<file path="config.mk">
export PLATFORM = sky130hd
export DESIGN_NAME = hjps_device_flat
export DESIGN_NICKNAME = d
export VERILOG_FILES = /design/src/hjps_pkg.sv /design/src/hjps_link_if.sv /design/src/hjps_device.sv /design/src/hjps_sync.sv /design/src/flat_wrapper.sv
export SDC_FILE = /design/constraint.sdc
export NUM_CORES = 1
export LEC_CHECK = 0
export ABC_AREA = 1
export BUFFER_PORTS_ARGS = -buffer_cell sky130_fd_sc_hd__buf_4
export CORE_ASPECT_RATIO = 2
export CORE_MARGIN = 1.5
export CORE_UTILIZATION = 59
export CTS_CLUSTER_SIZE = 24
export DETAILED_ROUTE_END_ITERATION = 16
export MAX_ROUTING_LAYER = met4
export PLACE_DENSITY = 0.73
export SETUP_SLACK_MARGIN = 0.02
export SLEW_MARGIN = 5
export SYNTH_ARGS = -nofsm -noshare
export SYNTH_HDL_FRONTEND = slang
export SYNTH_SLANG_ARGS = --single-unit
export TNS_END_PERCENT = 10
</file>
<file path="constraint.sdc">
create_clock -name core_clk_in -period 3.75 [get_ports core_clk_in]
set_input_delay 0.375 -clock core_clk_in [delete_from_list [all_inputs] [get_ports core_clk_in]]
set_output_delay 0.375 -clock core_clk_in [all_outputs]
set_load 0.01 [all_outputs]
</file>
<file path="src/hjps_pkg.sv">
package hjps_pkg;
	// ==========================================
	// Synchroniser lanes on the device side
	localparam int SYNC_W = 5;
	localparam int SY_SCLK = 0;
	localparam int SY_SIN = 1;
	localparam int SY_SEL = 2;
	localparam int SY_MODE = 3;
	localparam int SY_RSTN = 4;

	// ==========================================
	// Host serial framing: command byte then data byte, MSB first
	localparam int BCNT_W = 5;
	localparam int CMD_BITS = 8;
	localparam int FRAME_BITS = 16;
	localparam int READ_BIT = 7;
	localparam int REG_W = 8;
	localparam int ADDR_W = 7;
	localparam logic [ADDR_W-1:0] STATUS_ADDR = 7'h7f;
	localparam int NREG_DEF = 4;
	localparam int VA_EN_BIT = 0;
	localparam int VB_EN_BIT = 1;
	localparam logic [REG_W-1:0] REG0_RESET = 8'h03;
	localparam int VID_HALF_DEF = 4;

	// ==========================================
	// Test port instruction register
	localparam int IR_W = 4;
	localparam int DR_W = 32;
	localparam logic [IR_W-1:0] IR_BYPASS = 4'hf;
	localparam logic [IR_W-1:0] IR_IDCODE = 4'h1;
	localparam logic [IR_W-1:0] IR_CAPTURE = 4'h1;
	// Arbitrary value, bit 0 set as the scan standard expects
	localparam logic [DR_W-1:0] IDCODE_DEF = 32'h0a5c_3e01;

	// ==========================================
	// Timing
	localparam int CLK_PERIOD_NS = 10;
	localparam int RESET_HOLD_US = 500;
	localparam int RESET_HOLD_CYC = (RESET_HOLD_US * 1000 + CLK_PERIOD_NS - 1) / CLK_PERIOD_NS;
	localparam int LINK_PERIOD_NS = 160;
	localparam int LINK_HALF_CYC = LINK_PERIOD_NS / (2 * CLK_PERIOD_NS);

	// ==========================================
	// State types
	typedef enum logic [3:0] {
		TAP_RESET, TAP_IDLE, TAP_SEL_DR, TAP_CAP_DR, TAP_SHIFT_DR, TAP_EXIT1_DR,
		TAP_PAUSE_DR, TAP_EXIT2_DR, TAP_UPD_DR, TAP_SEL_IR, TAP_CAP_IR,
		TAP_SHIFT_IR, TAP_EXIT1_IR, TAP_PAUSE_IR, TAP_EXIT2_IR, TAP_UPD_IR
	} hjps_tap_e;

	typedef enum logic [1:0] {
		HST_RESET, HST_IDLE, HST_LOW, HST_HIGH
	} hjps_hst_e;
endpackage

</file>
<file path="src/hjps_link_if.sv">
`timescale 1ns/1ps
interface hjps_link_if;
	// ==========================================
	// Pins from the host side
	logic shared_serial_clock_pin;
	logic shared_serial_input_pin;
	logic shared_select_pin;
	logic function_select_pin;
	logic reset_n_pin;
	// ==========================================
	// Pins from the device side
	logic shared_serial_output_pin;
	logic shared_serial_output_oe_n;
	logic video_clock_out_a;
	logic video_clock_out_b;
	// Board pull-up: an undriven output line reads high
	logic shared_serial_output_level;
	assign shared_serial_output_level = shared_serial_output_oe_n ? 1'b1 : shared_serial_output_pin;

	modport dev (
		input shared_serial_clock_pin,
		input shared_serial_input_pin,
		input shared_select_pin,
		input function_select_pin,
		input reset_n_pin,
		output shared_serial_output_pin,
		output shared_serial_output_oe_n,
		output video_clock_out_a,
		output video_clock_out_b
	);

	modport host (
		output shared_serial_clock_pin,
		output shared_serial_input_pin,
		output shared_select_pin,
		output function_select_pin,
		output reset_n_pin,
		input shared_serial_output_level,
		input video_clock_out_a,
		input video_clock_out_b
	);
endinterface

</file>
<file path="src/hjps_device.sv">
`timescale 1ns/1ps
module hjps_device #(
	parameter int NREG = hjps_pkg::NREG_DEF,
	parameter int VID_HALF = hjps_pkg::VID_HALF_DEF,
	parameter logic [hjps_pkg::DR_W-1:0] IDCODE = hjps_pkg::IDCODE_DEF
) (
	input wire logic core_clk_in,
	input wire logic rst_in,
	input wire logic ce_in,
	hjps_link_if.dev link,
	output logic [hjps_pkg::REG_W-1:0] ctrl_out,
	output logic [hjps_pkg::IR_W-1:0] ir_out,
	output logic tap_reset_out
);
	import hjps_pkg::*;

	localparam int AW = $clog2(NREG);
	localparam int VC_W = 16;

	typedef struct packed {
		logic sclk_q;
		logic [BCNT_W-1:0] bitcnt;
		logic [REG_W-1:0] in_sh;
		logic [REG_W-1:0] cmd;
		logic [REG_W-1:0] out_sh;
		logic [NREG-1:0][REG_W-1:0] regs;
		logic [REG_W-1:0] frames;
		logic sout;
		logic sout_oe_n;
		hjps_tap_e tap;
		logic [IR_W-1:0] ir;
		logic [IR_W-1:0] ir_sh;
		logic [DR_W-1:0] dr_sh;
		logic [VC_W-1:0] vid_cnt;
		logic vid_a;
		logic vid_b;
	} hjps_dev_s;

	hjps_dev_s st;
	hjps_dev_s next_st;
	logic [SYNC_W-1:0] sy;

	// ==========================================
	// Helpers

	// Default contents, shared by the core reset and the reset pin
	function automatic hjps_dev_s dev_reset();
		dev_reset = '0;
		dev_reset.tap = TAP_RESET;
		dev_reset.ir = IR_IDCODE;
		dev_reset.sout_oe_n = 1'b1;
		dev_reset.regs[0] = REG0_RESET;
	endfunction

	// Readback: status word at a fixed address, unmapped reads give zero
	function automatic logic [REG_W-1:0] reg_read(input logic [ADDR_W-1:0] a,
			input hjps_dev_s s);
		reg_read = '0;
		if (a == STATUS_ADDR) begin
			reg_read = s.frames;
		end else if (int'(a) < NREG) begin
			reg_read = s.regs[a[AW-1:0]];
		end
	endfunction

	// Scan controller transition on one rising test clock edge
	function automatic hjps_tap_e tap_next(input hjps_tap_e s, input logic tms);
		case (s)
			TAP_RESET: tap_next = tms ? TAP_RESET : TAP_IDLE;
			TAP_IDLE: tap_next = tms ? TAP_SEL_DR : TAP_IDLE;
			TAP_SEL_DR: tap_next = tms ? TAP_SEL_IR : TAP_CAP_DR;
			TAP_CAP_DR: tap_next = tms ? TAP_EXIT1_DR : TAP_SHIFT_DR;
			TAP_SHIFT_DR: tap_next = tms ? TAP_EXIT1_DR : TAP_SHIFT_DR;
			TAP_EXIT1_DR: tap_next = tms ? TAP_UPD_DR : TAP_PAUSE_DR;
			TAP_PAUSE_DR: tap_next = tms ? TAP_EXIT2_DR : TAP_PAUSE_DR;
			TAP_EXIT2_DR: tap_next = tms ? TAP_UPD_DR : TAP_SHIFT_DR;
			TAP_UPD_DR: tap_next = tms ? TAP_SEL_DR : TAP_IDLE;
			TAP_SEL_IR: tap_next = tms ? TAP_RESET : TAP_CAP_IR;
			TAP_CAP_IR: tap_next = tms ? TAP_EXIT1_IR : TAP_SHIFT_IR;
			TAP_SHIFT_IR: tap_next = tms ? TAP_EXIT1_IR : TAP_SHIFT_IR;
			TAP_EXIT1_IR: tap_next = tms ? TAP_UPD_IR : TAP_PAUSE_IR;
			TAP_PAUSE_IR: tap_next = tms ? TAP_EXIT2_IR : TAP_PAUSE_IR;
			TAP_EXIT2_IR: tap_next = tms ? TAP_UPD_IR : TAP_SHIFT_IR;
			TAP_UPD_IR: tap_next = tms ? TAP_SEL_DR : TAP_IDLE;
			default: tap_next = TAP_RESET;
		endcase
	endfunction

	// ==========================================
	// Pin synchronisers
	hjps_sync #(
		.W(SYNC_W)
	) u_sync (
		.core_clk_in(core_clk_in),
		.rst_in(rst_in),
		.ce_in(ce_in),
		.d_in({link.reset_n_pin, link.function_select_pin, link.shared_select_pin,
			link.shared_serial_input_pin, link.shared_serial_clock_pin}),
		.q_out(sy)
	);

	// ==========================================
	// Next-state logic
	logic rise;
	logic fall;
	logic jtag_mode;
	logic cs_act;
	logic sin;
	logic [REG_W-1:0] cmd_word;

	// Edges of the shared clock as seen in the core domain
	assign rise = sy[SY_SCLK] & ~st.sclk_q;
	assign fall = ~sy[SY_SCLK] & st.sclk_q;
	assign jtag_mode = sy[SY_MODE];
	assign cs_act = ~jtag_mode & ~sy[SY_SEL];
	assign sin = sy[SY_SIN];
	assign cmd_word = {st.in_sh[REG_W-2:0], sin};

	always_comb begin
		next_st = st;
		next_st.sclk_q = sy[SY_SCLK];

		// Host register port, active only with the select pin low
		if (!jtag_mode) begin
			next_st.tap = TAP_RESET;
			if (!cs_act) begin
				next_st.bitcnt = '0;
				next_st.sout_oe_n = 1'b1;
			end else if (rise && st.bitcnt < BCNT_W'(FRAME_BITS)) begin
				next_st.in_sh = cmd_word;
				next_st.bitcnt = st.bitcnt + BCNT_W'(1);
				if (st.bitcnt == BCNT_W'(CMD_BITS - 1)) begin
					next_st.cmd = cmd_word;
					next_st.out_sh = reg_read(cmd_word[ADDR_W-1:0], st);
				end
				if (st.bitcnt == BCNT_W'(FRAME_BITS - 1)) begin
					next_st.frames = st.frames + REG_W'(1);
					// Writes land only once the whole data byte is in
					if (!st.cmd[READ_BIT] && int'(st.cmd[ADDR_W-1:0]) < NREG) begin
						next_st.regs[st.cmd[AW-1:0]] = cmd_word;
					end
				end
			end else if (fall && st.cmd[READ_BIT] && st.bitcnt >= BCNT_W'(CMD_BITS)
					&& st.bitcnt < BCNT_W'(FRAME_BITS)) begin
				next_st.sout = st.out_sh[REG_W-1];
				next_st.out_sh = {st.out_sh[REG_W-2:0], 1'b0};
				next_st.sout_oe_n = 1'b0;
			end
		end else begin
			// Test port: sample on rising, drive on falling test clock
			next_st.bitcnt = '0;
			if (rise) begin
				case (st.tap)
					TAP_CAP_DR: begin
						next_st.dr_sh = (st.ir == IR_IDCODE) ? IDCODE : '0;
					end
					TAP_SHIFT_DR: begin
						if (st.ir == IR_IDCODE) begin
							next_st.dr_sh = {sin, st.dr_sh[DR_W-1:1]};
						end else begin
							next_st.dr_sh = {{(DR_W-1){1'b0}}, sin};
						end
					end
					TAP_CAP_IR: begin
						next_st.ir_sh = IR_CAPTURE;
					end
					TAP_SHIFT_IR: begin
						next_st.ir_sh = {sin, st.ir_sh[IR_W-1:1]};
					end
					TAP_UPD_IR: begin
						next_st.ir = st.ir_sh;
					end
					default: begin
					end
				endcase
				next_st.tap = tap_next(st.tap, sy[SY_SEL]);
			end
			if (fall) begin
				next_st.sout = (st.tap == TAP_SHIFT_DR) ? st.dr_sh[0] : st.ir_sh[0];
				next_st.sout_oe_n = ~(st.tap == TAP_SHIFT_DR || st.tap == TAP_SHIFT_IR);
			end
			if (st.tap == TAP_RESET) begin
				next_st.ir = IR_IDCODE;
			end
		end

		// Video clocks from the core clock, each gated by its enable bit
		if (st.vid_cnt == VC_W'(VID_HALF - 1)) begin
			next_st.vid_cnt = '0;
			next_st.vid_a = st.regs[0][VA_EN_BIT] & ~st.vid_a;
			next_st.vid_b = st.regs[0][VB_EN_BIT] & ~st.vid_b;
		end else begin
			next_st.vid_cnt = st.vid_cnt + VC_W'(1);
		end

		// Reset pin low: defaults, output floats, test sequencer held
		if (!sy[SY_RSTN]) begin
			next_st = dev_reset();
			next_st.sclk_q = sy[SY_SCLK];
		end
		// Release needs no extra step: logic simply runs from defaults
	end

	// ==========================================
	// State register
	always_ff @(posedge core_clk_in) begin
		if (rst_in) begin
			st <= dev_reset();
		end else if (ce_in) begin
			st <= next_st;
		end
	end

	// ==========================================
	// Outputs, all from flip-flops except tap_reset_out, decoded from st.tap
	assign link.shared_serial_output_pin = st.sout;
	assign link.shared_serial_output_oe_n = st.sout_oe_n;
	assign link.video_clock_out_a = st.vid_a;
	assign link.video_clock_out_b = st.vid_b;
	assign ctrl_out = st.regs[0];
	assign ir_out = st.ir;
	assign tap_reset_out = (st.tap == TAP_RESET);
endmodule

</file>
<file path="src/hjps_sync.sv">
`timescale 1ns/1ps
module hjps_sync #(
	parameter int W = 1
) (
	input wire logic core_clk_in,
	input wire logic rst_in,
	input wire logic ce_in,
	input wire logic [W-1:0] d_in,
	output logic [W-1:0] q_out
);
	import hjps_pkg::*;

	typedef struct packed {
		logic [W-1:0] s1;
		logic [W-1:0] s2;
	} hjps_sync_s;

	hjps_sync_s st;
	hjps_sync_s next_st;

	// First stage feeds only the second stage
	always_comb begin
		next_st = st;
		next_st.s1 = d_in;
		next_st.s2 = st.s1;
	end

	// Clears to zero, so an active-low lane reads asserted until sampled
	always_ff @(posedge core_clk_in) begin
		if (rst_in) begin
			st <= '0;
		end else if (ce_in) begin
			st <= next_st;
		end
	end

	assign q_out = st.s2;
endmodule

</file>
<file path="src/flat_wrapper.sv">
// flat-port wrapper written by rule: the top's interface ports become plain ports
module hjps_device_flat import hjps_pkg::*;
#(
	parameter int NREG = hjps_pkg::NREG_DEF,
	parameter int VID_HALF = hjps_pkg::VID_HALF_DEF,
	parameter logic [hjps_pkg::DR_W-1:0] IDCODE = hjps_pkg::IDCODE_DEF
)
  (core_clk_in, rst_in, ce_in, ctrl_out, ir_out, tap_reset_out, link_shared_serial_clock_pin, link_shared_serial_input_pin, link_shared_select_pin, link_function_select_pin, link_reset_n_pin, link_shared_serial_output_pin, link_shared_serial_output_oe_n, link_video_clock_out_a, link_video_clock_out_b);
  hjps_link_if link_i ();
  input wire logic core_clk_in;
  input wire logic rst_in;
  input wire logic ce_in;
  output logic [hjps_pkg::REG_W-1:0] ctrl_out;
  output logic [hjps_pkg::IR_W-1:0] ir_out;
  output logic tap_reset_out;
  input wire logic [$bits(link_i.shared_serial_clock_pin)-1:0] link_shared_serial_clock_pin;
  input wire logic [$bits(link_i.shared_serial_input_pin)-1:0] link_shared_serial_input_pin;
  input wire logic [$bits(link_i.shared_select_pin)-1:0] link_shared_select_pin;
  input wire logic [$bits(link_i.function_select_pin)-1:0] link_function_select_pin;
  input wire logic [$bits(link_i.reset_n_pin)-1:0] link_reset_n_pin;
  output wire logic [$bits(link_i.shared_serial_output_pin)-1:0] link_shared_serial_output_pin;
  output wire logic [$bits(link_i.shared_serial_output_oe_n)-1:0] link_shared_serial_output_oe_n;
  output wire logic [$bits(link_i.video_clock_out_a)-1:0] link_video_clock_out_a;
  output wire logic [$bits(link_i.video_clock_out_b)-1:0] link_video_clock_out_b;
  assign link_i.shared_serial_clock_pin = link_shared_serial_clock_pin;
  assign link_i.shared_serial_input_pin = link_shared_serial_input_pin;
  assign link_i.shared_select_pin = link_shared_select_pin;
  assign link_i.function_select_pin = link_function_select_pin;
  assign link_i.reset_n_pin = link_reset_n_pin;
  assign link_shared_serial_output_pin = link_i.shared_serial_output_pin;
  assign link_shared_serial_output_oe_n = link_i.shared_serial_output_oe_n;
  assign link_video_clock_out_a = link_i.video_clock_out_a;
  assign link_video_clock_out_b = link_i.video_clock_out_b;
  hjps_device #(.NREG(NREG), .VID_HALF(VID_HALF), .IDCODE(IDCODE)) u_core (.core_clk_in(core_clk_in), .rst_in(rst_in), .ce_in(ce_in), .link(link_i), .ctrl_out(ctrl_out), .ir_out(ir_out), .tap_reset_out(tap_reset_out));
endmodule
</file>
== Word level (Yosys, flattened, before mapping) ==
Index checks and enable logic that the tools add are counted.
Storage, ports and cells
  output and inout bits: 17
  bits in registers: 143
  word-level logic and storage cells: 159
  bits of input ports: 8
Cells by class
  bitwise gates (word level): 12
  $lt $le $gt $ge: 7
  reductions and logical operators: 25
  equal/unequal tests: 43
  multiplexer cells: 48
  $add $sub $neg: 3
Operators with widths (number)
  133-bit 2-to-1 mux: 1
  40-bit 2-to-1 mux: 3
  65-bit 2-to-1 mux: 1
  32-bit 2-to-1 mux: 2
  64-bit 2-to-1 mux: 1
  32-bit case mux with 2 select lines: 1
  8-bit 2-to-1 mux: 6
  4-bit case mux with 12 select lines: 1
  44-bit 2-to-1 mux: 1
  32-bit bitwise mux: 1
  4-bit == test, second input constant: 8
  16-bit 2-to-1 mux: 2
  28-bit 2-to-1 mux: 1
  4-bit 2-to-1 mux: 6
  21-bit 2-to-1 mux: 1
  4-bit AND reduction: 5
  5-bit AND reduction: 4
  3-bit by 2-bit inequality test with 1-bit output, second input constant: 6
  16-bit by 1-bit adder with 16-bit output, second input constant: 1
  8-bit binary-select mux with 2-bit select: 1
  8-bit demux with 2-bit select: 1
  16-bit by 2-bit == test with 1-bit output, second input constant: 1
  4-bit by 3-bit == test with 1-bit output, second input constant: 4
  7-bit by 3-bit < comparator with 1-bit output, second input constant: 2
  32 further kinds: 77

== Logic depth before layout (Yosys ltp) ==
Gate-level depths: netlist of the first run.
  word-level depth: 11
  depth in mapped cells: 12

== By module ==
Synthesis of the first run repeated with hierarchy kept, for this count alone.
Second synthesis, totals
  cell total of the unflattened synthesis: 1029
  area, all modules: 7104.3 sq um
Modules (own cells, without submodules)
  hjps_device: cells each 966, area an instance 6685.2 sq um, seq. area each 2662.6 sq um, instances 1
  hjps_sync: cells each 63, area an instance 419.2 sq um, seq. area each 200.2 sq um, instances 1

== Least setup slack after synthesis of the first run ==
Ideal clock, no wire load.
  kind: flip-flop to flip-flop
  from: register u_core.st[128] in the netlist's numbering
  to: register u_core.st[83] in the netlist's numbering
  library setup time: 0.070 ns
  data arrival time: 1.640 ns
  data required time: 3.680 ns
  period minus slack after synthesis: 1.710 ns
  cell stages (with the launch flop): 10
  slack: 2.040 ns
  path through: dfxtp_1 ha_1 nand2_1 nor2_1 ha_1 nand4_1 inv_1 clkbuf_1 nand3_1 a21oi_1
On the way
  word-level cells in the longest chain between the ends: 4
RTL lines
  start, declared: line hjps_device.sv:39  | hjps_dev_s st;
  start signal, assigned: line hjps_device.sv:208  | st <= dev_reset();
  start signal, assigned: line hjps_device.sv:210  | st <= next_st;
  5-bit < comparator: line hjps_device.sv:129  | end else if (rise && st.bitcnt < BCNT_W'(FRAME_BITS)) begin
  1-bit logical AND: line hjps_device.sv:129
  2-bit by 1-bit inequality test with 1-bit output (no source line)
  6-bit AND reduction (no source line) (*)
Mark *: on every way between the ends. The rest lies on a longest branch, timed or not.
A chain may end at the register's enable or synchronous reset.

== Worst setup path in the final report of the first run ==
  from: register u_core.u_sync.st (netlist bit u_core.u_sync.q_out[1])
  to: register u_core.st[108] in the netlist's numbering
On the way
  word-level cells in the longest chain between the ends: 9
RTL lines
  start, declared: line hjps_sync.sv:18  | hjps_sync_s st;
  start signal, assigned: line hjps_sync.sv:33  | st <= next_st;
  parallel branches: the longest is 3 deep, another holds 7-bit by 3-bit < comparator with 1-bit output
  8-bit 2-to-1 mux (*): line hjps_device.sv:59  | if (a == STATUS_ADDR) begin
  16-bit 2-to-1 mux (*): line hjps_device.sv:132  | if (st.bitcnt == BCNT_W'(CMD_BITS - 1)) begin
  8-bit 2-to-1 mux (*): line hjps_device.sv:129
  65-bit 2-to-1 mux (*): line hjps_device.sv:126  | if (!cs_act) begin
  64-bit 2-to-1 mux (*): line hjps_device.sv:124  | if (!jtag_mode) begin
  133-bit 2-to-1 mux (*): line hjps_device.sv:197  | if (!sy[SY_RSTN]) begin
Every way passes the cells marked *. The select of a mux whose other input is x is not followed.

==> results of run 1 <==
==> metrics by stage <==
| stage | total power [uW] | setup WS (ps) | instances |
|---|---|---|---|
| 3_5_place_dp | 1990 | 1370 | 1187 |
| 4_1_cts | 3680 | 1370 | 1219 |
| 6_report | 3670 | 1320 | 1219 |
| 5_1_grt | 3790 | 1080 | 1219 |
| 2_1_floorplan | 1910 | 2040 | 1061 |
| 3_3_place_gp | 1980 | 1370 | 1187 |
==> sequential cells by signal, summed over array words and instances (netlist names) <==
name                                   flops
u_core.st                                110
u_core.ctrl_out                            8
u_core.cmd_word                            7
u_core.u_sync.next_st                      5
u_core.u_sync.q_out                        5
u_core.ir_out                              4
u_core.link.shared_serial_output_oe_n      1
u_core.link.shared_serial_output_pin       1
u_core.link.video_clock_out_a              1
u_core.link.video_clock_out_b              1
==> final timing paths <==
kind	startpoint	end	slack (ps)	cells past startpoint
setup / recovery	u_core.u_sync.q_out[1]	u_core.st[108]	1320	10
hold / removal	link_function_select_pin	u_core.u_sync.next_st[3]	180	3
setup reg to reg	u_core.u_sync.q_out[1]	u_core.st[108]	1320	10
hold reg to reg	u_core.st[38]	u_core.st[38]	460	2
==> cells by family after synthesis <==
logic type | count (synthesis) | share of synthesized area, %
buf+inv | 172 | 10.4
flops | 143 | 40.2
fa+ha+maj | 5 | 0.878
compound gates | 184 | 13.5
simple gates | 551 | 34.2
xor+xnor | 6 | 0.738
==> synth_stat cells (2+ instances only) <==
library cell / instances
xor2_1: 5
nand4_1: 8
nand2_4: 7
or2_2: 2
a211oi_1: 6
inv_1: 110
nor3_1: 34
inv_2: 10
nand2_1: 249
nand2_2: 6
clkinv_1: 2
nor2_4: 7
nor3_2: 7
clkbuf_1: 19
buf_4: 17
o21bai_1: 2
dfxtp_1: 143
buf_6: 2
nor2_1: 152
o21ai_1: 2
o21ai_0: 48
a21oi_1: 118
nor2_2: 5
o21a_1: 3
buf_2: 9
nand3_1: 70
ha_1: 5
==> layer usage <==
metal,vias to the layer above,routed length (um),GRT usage [%]
li1,3379,-,-
met2,188,10500,59.3
met5,-,0,-
met3,95,1080,8.83
met1,3054,6920,31.7
met4,0,1230,21.6
==> cell type report <==
cell class / instances / area [um^2] / area share [%]
clock buffers: 19 / 443 / 5.64
multi-input cells: 746 / 3520 / 44.8
well taps: 145 / 181 / 2.31
inverters: 124 / 473 / 6.02
flip-flops and latches: 143 / 2860 / 36.5
repair buffers: 29 / 218 / 2.77
clock inverters: 13 / 154 / 1.96
==> critical path: stages, from the launching register on <==
cell and delay, ps:
dfxtp_1 860, clkinv_1 680, nand2_1 200, nand3_1 90, nand2_1 120, nand2_1 80, nand2_1 90, nand2_1 40
nor2_1 80, nor2_1 50, nor2_1 70
==> report_power, final <==
part / switching [uW] / internal [uW]
Sequential: 42.5 / 1580
Combinational: 237 / 105
Clock: 693 / 1010
Total: 973 / 2700
==> results.md, run 1 <==
- Crit path capture type: flop
- DIE HEIGHT: 158 um
- Gr ovfl total: 0
- Drt first pass iters: 5
- Mapped Avg Cell Area: 6.71 um^2
- # rows: 56
- Residual DRC: 0
- Main synth FF type: dfxtp_1
- Unrepaired setup endpoints after global routing: false
- Initial antenna violation count: 0
- Slew HR: 44.1%
- Max Clock Skew: 9.40 ps
- Wire per inst: 16.2 um
- Number of max-cap violations: 0
- Largest net degree at the start of global routing: 50
- Post-layout nets: 1074
- Synthesis-to-finish area growth: 10.2%
- Status: complete, no violations
- Final wirelength: 19700 um
- CTS tree: done
- Hold Path Class: in -> reg
- Layout cells sized above 1: 10.2%
- Cell Pwr Density: 467 nW/um^2
- Vias: 6716
- Maximum level of the CTS H-tree: 4
- Vias per cell: 5.51
- DP Area: 7250 um^2
- GRT Overall Usage: 33.7%
- Commonest non-fill, non-tap cell in the layout: nand2_1
- Synthesized cell area: 7120 um^2
- WP data required: 4110 ps
- Arr. time, crit path: 2790 ps
- ANT nets after route: 0
- Timing-limited maximum frequency: 412 MHz
- CTS Buf Count: 17
- TNS Setup: 0 ps
- Ports: 25
- RePlAce Congestion: 0.974
- Root buf cell: clkbuf_16
- Startpoint Class: flop
- EDFF count, synth: 0
- Die span in x: 80.7 um
- Area leader, netlist: dfxtp_1
- Final min period: 2430 ps
- Synth top area share: 40.2%
- Slew @ Worst Pin: 838 ps
- Post-route cell area: 7850 um^2
- Fillers: 1152
- Post-synth ARST share: 0%
- Most frequent cells in the layout: nand2_1, nor2_1, dfxtp_1, a21oi_1, inv_1
- Worst hold slack: 179 ps
- Final Max Tran Viols: 0
- Final hold vios: 0
- Die area: 12800 um^2
- Fin util: 66.7%
- Worst-skew pair later-pin latency: 420 ps
- Sequential share of the synthesized area: 40.2%
- Ranking of synthesized cells by area: dfxtp_1, nand2_1, a21oi_1
- Critical Setup Path Class: reg -> reg
- Pleak: 0.00318 uW
- Clock sinks: 143
- Cells after Synth: 1061
- Max Buffers Root-to-Sink: 2
- Ant. Diodes: 0
- Period utilisation layout: 64.7%
- DR iter-0 viols: 390
- Initial core utilization: 60.5%
- Net count after synthesis: 1074
- Reg clk slew, reported paths: 70 ps
- Hpwl dp: 13800 um
- Vias in the first global route: 6411
- Synth unique cells: 40
- YS warnings: 0
- Post-CTS Hold Buffers: 0
- Critical Path Fanout Max: 21
- Port Buffers: 24
- Yosys reg bits: 143
- Post-CTS Setup Inserts: 0
- First-pass GRT wire length: 31600 um
- Cells resized by post-CTS repair: 0
- Core area: 11800 um^2
- Final Setup Violations: 0
- Peak supply drop: 367 uV
Note: power is estimated with default switching activity, not from simulation.
==> run 2, diff against run 1 <==
CORE_UTILIZATION = 56   (was 59)
clock period = 2.15 ns   (was 3.75 ns; I/O delays follow)
==> run 2 against run 1 <==
Global-route usage down 4.8 points. Sequential share of layout area down 0.40 points. Highest routed layer unchanged. Critical path type unchanged. Total power up 69%. Register-to-register slack worse by 1100 ps. Count of clock-buffer cells in the layout down 1. Fmax up 26%. Combinational power up 80%. Non-clock buffer count up 14.
==> results.md, run 2 (same netlist as run 1, synthesis figures left out) <==
- Status: complete, no violations
- Period utilisation layout: 89.3%
- Timing-limited maximum frequency: 521 MHz
- Peak supply drop: 619 uV
- First-pass GRT wire length: 28900 um
- Vias per cell: 5.38
- Cells resized by post-CTS repair: 0
- Post-layout nets: 1088
- Pleak: 0.00323 uW
- Cell Pwr Density: 783 nW/um^2
- Die span in x: 82.8 um
- Post-CTS Hold Buffers: 0
- Reg area: 2860 um^2
- Critical Path Fanout Max: 9
- Die area: 13400 um^2
- Worst slack, placed: 215 ps
- CTS Buf Count: 17
- Final hold vios: 0
- Layout cells sized above 1: 11.5%
- Vias in the first global route: 6222
- Critical path's slowest cell: dfxtp_1
- Gr ovfl total: 0
- Critical Setup Path Class: reg -> reg
- Hpwl dp: 13000 um
- Area of the multi-input gates: 3520 um^2
- Worst-path cell chain: ha_1, nand2_1, nor2_1, ha_1, nand4_1, nand2_1, nand2_4, inv_6, nand2_4, nand2_1, nand3_1
- Commonest non-fill, non-tap cell in the layout: nand2_1
- GRT Overall Usage: 28.9%
- Core area: 12500 um^2
- Root buf cell: clkbuf_16
- Fillers: 1188
- Ports: 25
- Slew HR: 62.3%
- Crit Reg-Reg Endpoint: u_core.ctrl_out[1]
- Largest net degree at the start of global routing: 89
- Startpoint Class: flop
- Ant. Diodes: 0
- Maximum level of the CTS H-tree: 4
- Vias: 6663
- Hold Path Class: in -> reg
- WP data required: 2450 ps
- WHS Path Cells: 3
- Finished Layout Cells: 1238
- Final min period: 1920 ps
- Max Clock Skew: 10.6 ps
- Final Setup Violations: 0
- FF-to-FF Start: u_core.st[128]
- Clock sinks: 143
- Reg with most FFs: u_core.st
- Cell count of the worst reg-to-reg path: 11
- # rows: 58
- Initial antenna violation count: 0
- Origin of the worst min-delay path: link_reset_n_pin
- DR iter-0 viols: 369
- Crit path capture type: flop
- TNS Setup: 0 ps
- Wire per inst: 14.4 um
- DIE HEIGHT: 163 um
- Final wirelength: 17900 um
- Port Buffers: 24
- DP Area: 7380 um^2
- Most frequent cells in the layout: nand2_1, nor2_1, dfxtp_1, a21oi_1, inv_1
- Number of flip-flops in the largest register: 110
- CTS tree: done
- Final Max Tran Viols: 0
- Synthesis-to-finish area growth: 11.4%
- DP Cell Count: 1206
- Post-route cell area: 7940 um^2
- Arr. time, crit path: 2220 ps
- Number of max-cap violations: 0
- Fin worst setup slack: 230 ps
- Max Buffers Root-to-Sink: 2
- Post-CTS Setup Inserts: 0
- Worst-skew pair later-pin latency: 420 ps
- Fin util: 63.6%
- Drt first pass iters: 5
- Hold endpoint: u_core.u_sync.next_st[4]
- Worst path max stage delay: 350 ps
- Reg clk slew, reported paths: 60 ps
- Unrepaired setup endpoints after global routing: false
- Initial core utilization: 57.1%
- Reg2Reg Setup Slack: 230 ps
- ANT nets after route: 0
- RePlAce Congestion: 0.928
- Critical path's most frequent cell: nand2_1
- Residual DRC: 0
- Slew @ Worst Pin: 562 ps
-- run 2: cell types whose count changed in the layout (fill, tap and decap cells not counted) --
cell / before / now
buf_12: 0 / 1
buf_4: 29 / 42
bufinv_16: 2 / 0
clkbuf_1: 1 / 0
clkinv_2: 1 / 0
clkinv_4: 4 / 2
clkinvlp_4: 1 / 3
inv_6: 5 / 9
-- run 2: metal layers --
layer | vias to the layer above | global-route usage, % | wire length, um
met4 | 0 | 15.9 | 822
met1 | 3051 | 28.1 | 6670
met2 | 146 | 52.7 | 9900
li1 | 3413 | - | -
met3 | 53 | 3.81 | 498
met5 | - | - | 0
-- run 2: metrics by stage --
step,total power (uW),hold WS (ps)
2_1_floorplan,3330,350
3_3_place_gp,3480,436
3_5_place_dp,3480,442
4_1_cts,6250,9.21
5_1_grt,6450,53.1
6_report,6220,13.0
-- run 2: worst max-delay path by stage --
stage                           start                 end
2_1_floorplan          u_core.st[128]       u_core.st[83]
3_3_place_gp           u_core.st[129]       u_core.st[90]
3_5_place_dp           u_core.st[129]  u_core.ctrl_out[1]
4_1_cts                u_core.st[129]  u_core.ctrl_out[1]
5_1_grt        u_core.u_sync.q_out[1]      u_core.st[109]
6_report               u_core.st[128]  u_core.ctrl_out[1]
-- run 2: worst max-delay path: cells and delay by family, from the launching register on --
kind,cells,cell delay [ps]
adder cells (fa/ha/maj),2,380
flip-flops,1,350
AND/OR/NAND/NOR,8,960
buffers and inverters,1,100
-- run 2: final cells by class --
class,instances,area share [%]
clock buffer,18,5.53
multi-input combinational,746,44.3
inverter,124,5.96
tap,150,2.36
clock inverter,14,1.53
timing repair buffer,43,4.22
sequential,143,36.1
-- run 2: power breakdown --
part / leakage, uW / internal, uW / switching (uW) / total [uW]
clock: 0.000268 / 1550 / 1240 / 2790
sequential: 0.00116 / 2750 / 63.3 / 2810
combinational: 0.00180 / 196 / 422 / 617
==> run 3, diff against run 2 <==
CORE_MARGIN = default   (was 1.5)
CORE_UTILIZATION = 50   (was 56)
PLACE_DENSITY = 0.66   (was 0.73)
SYNTH_HIERARCHICAL = 1   (was default)
==> run 3 against run 2 <==
Synthesized cell count decreased by 3.0%. Count of clock-buffer cells in the layout increased by 1. Clock power increased by 3%. Fmax decreased by 0.57%. Sequential cell count unchanged.
==> results.md, run 3 <==
- Vias: 6555
- Maximum level of the CTS H-tree: 4
- Pint: 4650 uW
- Combinational power share: 11.6%
- Ant. Diodes: 0
- Post-synth ARST share: 0%
- Post-synth top cells: nand2_1, dfxtp_1, nor2_1, a21oi_1, inv_1
- Post-CTS Hold Buffers: 0
- GRT Overall Usage: 25.9%
- RePlAce Congestion: 0.924
- Net load switching power: 1800 uW
- Critical Setup Path Class: reg -> reg
- # rows: 61
- DIE HEIGHT: 171 um
- Final Setup Violations: 0
- Cells after Synth: 1029
- Layout cells sized above 1: 11.5%
- Largest net degree at the start of global routing: 43
- Reg with most FFs: u_core/st
- ANT nets after route: 0
- Clock power share: 44.5%
- Vias per cell: 5.28
- Pleak: 0.00318 uW
- Synthesis-to-finish area growth: 11.6%
- Final hold vios: 0
- Commonest non-fill, non-tap cell in the layout: nand2_1
- Post-layout nets: 1051
- Reg power frac: 44.0%
- Root buf cell: clkbuf_16
- FF-to-FF Start: u_core/st[129]
- Reg2Reg Setup Slack: 220 ps
- Startpoint Class: flop
- Synth unique cells: 45
- Finished Layout Cells: 1241
- TNS Setup: 0 ps
- Final min period: 1930 ps
- Synthesized cell area: 7100 um^2
- Initial antenna violation count: 0
- Hold Path Class: in -> reg
- Drt first pass iters: 5
- WP data required: 2490 ps
- Status: complete, no violations
- WHS Path Cells: 5
- Number of max-cap violations: 0
- Critical Path Fanout Max: 30
- Area leader, netlist: dfxtp_1
- Met3 GRT Util: 4.20%
- Worst hold slack: 91.0 ps
- Ports: 25
- Wire per inst: 14.1 um
- Cells resized by post-CTS repair: 0
- CTS tree: done
- Crit Reg-Reg Endpoint: u_core/st[86]
- Cell Pwr Density: 813 nW/um^2
- Net count after synthesis: 1041
- EDFF count, synth: 0
- Max Buffers Root-to-Sink: 2
- Cell count of the worst reg-to-reg path: 10
- Gr ovfl total: 0
- Hpwl dp: 12300 um
- Final wirelength: 17500 um
- Unrepaired setup endpoints after global routing: false
- Sequential share of the synthesized area: 40.3%
- DP Cell Count: 1207
- Hold endpoint: u_core/u_sync/next_st[2]
- Most frequent cells in the layout: nand2_1, dfxtp_1, nor2_1, a21oi_1, inv_1
- Synth top area share: 40.3%
- Most common cell in the netlist: nand2_1
- Die span in x: 86.3 um
- Slew @ Worst Pin: 607 ps
- Final Max Tran Viols: 0
- Origin of the worst min-delay path: link_shared_select_pin
- Reg clk slew, reported paths: 60 ps
- Slew HR: 59.4%
- Crit path capture type: flop
- CTS Buf Count: 17
- Timing-limited maximum frequency: 518 MHz
- Met1 Usage GRT: 26.5%
- Main synth FF type: dfxtp_1
- DR iter-0 viols: 364
- YS warnings: 6
- Residual DRC: 0
- Initial core utilization: 51.1%
- Clock sinks: 143
- Max Clock Skew: 7.49 ps
- Arr. time, crit path: 2280 ps
- Core area: 13900 um^2
- Worst-skew pair later-pin latency: 420 ps
- Number of flip-flops in the largest register: 110
- Yosys reg bits: 143
- Ranking of synthesized cells by area: dfxtp_1, nand2_1, a21oi_1
- Die area: 14700 um^2
- Grt met2 use: 46.2%
- Peak supply drop: 533 uV
- Gr busiest metal: met2
- Mapped Avg Cell Area: 6.90 um^2
- Vias in the first global route: 6177
- Switching share of power: 27.9%
- Period utilisation layout: 89.8%
- Port Buffers: 24
- First-pass GRT wire length: 29000 um
## run 3: changes by cell type in the layout (fill, tap and decap cells not counted), moves of 7 or more
cell      previous run  this run
a211oi_2             0         8
nand2_4              7         0
nand2_1            249       233
inv_1              110        94
nor3_1              34        21
nor2_1             152       141
nand3_1             70        89
## run 3: cells by family after synthesis
family	count (synthesis)	synth area share, %
AOI/OAI and AO/OA	190	15.2
DFF	143	40.3
buffers and inverters	156	10.2
xor gates and xnor gates	5	0.616
and+or+nand+nor	531	32.9
adders and majority gates	4	0.705
## run 3: cell type report
class | instances | area, um^2
repair buffers | 44 | 355
clock buffers | 19 | 443
well taps | 189 | 236
inverters | 103 | 388
multi-input cells | 730 | 3510
flip-flops and latches | 143 | 2860
clock inverters | 13 | 129
fillers | 1432 | 5960
## run 3: worst max path at each step
stage / start / end
global placement: u_core/st[129] / u_core/st[96]
detailed placement: u_core/st[129] / u_core/st[94]
CTS: u_core/st[129] / u_core/st[86]
floorplan: u_core/st[128] / u_core/st[80]
global route: u_core/st[129] / u_core/st[100]
finish: u_core/st[129] / u_core/st[86]
## run 3: critical path, stage by stage (launching register included)
cell and delay [ps]:
dfxtp_1 360, ha_1 180, nand2_1 80, nor2_1 90, ha_1 180, nand3_1 120, o21ai_4 200, and2_1 200
buf_12 190, nand3_1 90, a21oi_1 150
## run 3: what timing repair did
| action | 4_1_cts | 5_1_grt |
|---|---|---|
| endpoints found under the hold margin | 0 | 0 |
| setup endpoints to repair | 0 | 29 |
| buffers inserted | 0 | 2 |
## run 3: metrics by stage
step / utilization, % / setup slack [ps] / power [uW] / instance area [um^2]
final: 57.1 / 219 / 6450 / 7930
after detailed placement: 52.9 / 175 / 3640 / 7340
after floorplan: - / 370 / 3440 / 7100
after CTS: 57.0 / 135 / 6490 / 7910
after global placement: 52.9 / 260 / 3630 / 7340
after global routing: 57.1 / 43.4 / 6710 / 7930
## run 3: power groups by stage
stage,Sequential (uW),Combinational [uW],Clock (uW)
final,2830,745,2870
after global routing,2850,835,3030
after CTS,2840,745,2910
after detailed placement,2890,742,0
after global placement,2890,737,0
after floorplan,2870,567,0
## run 3: routing by layer
metal  part of all wire (%)  vias to the layer above
li1                       -                     3363
met1                     39                     3017
met2                     54                      128
met3                    2.6                       47
met4                    4.0                        0
met5                      0                        -
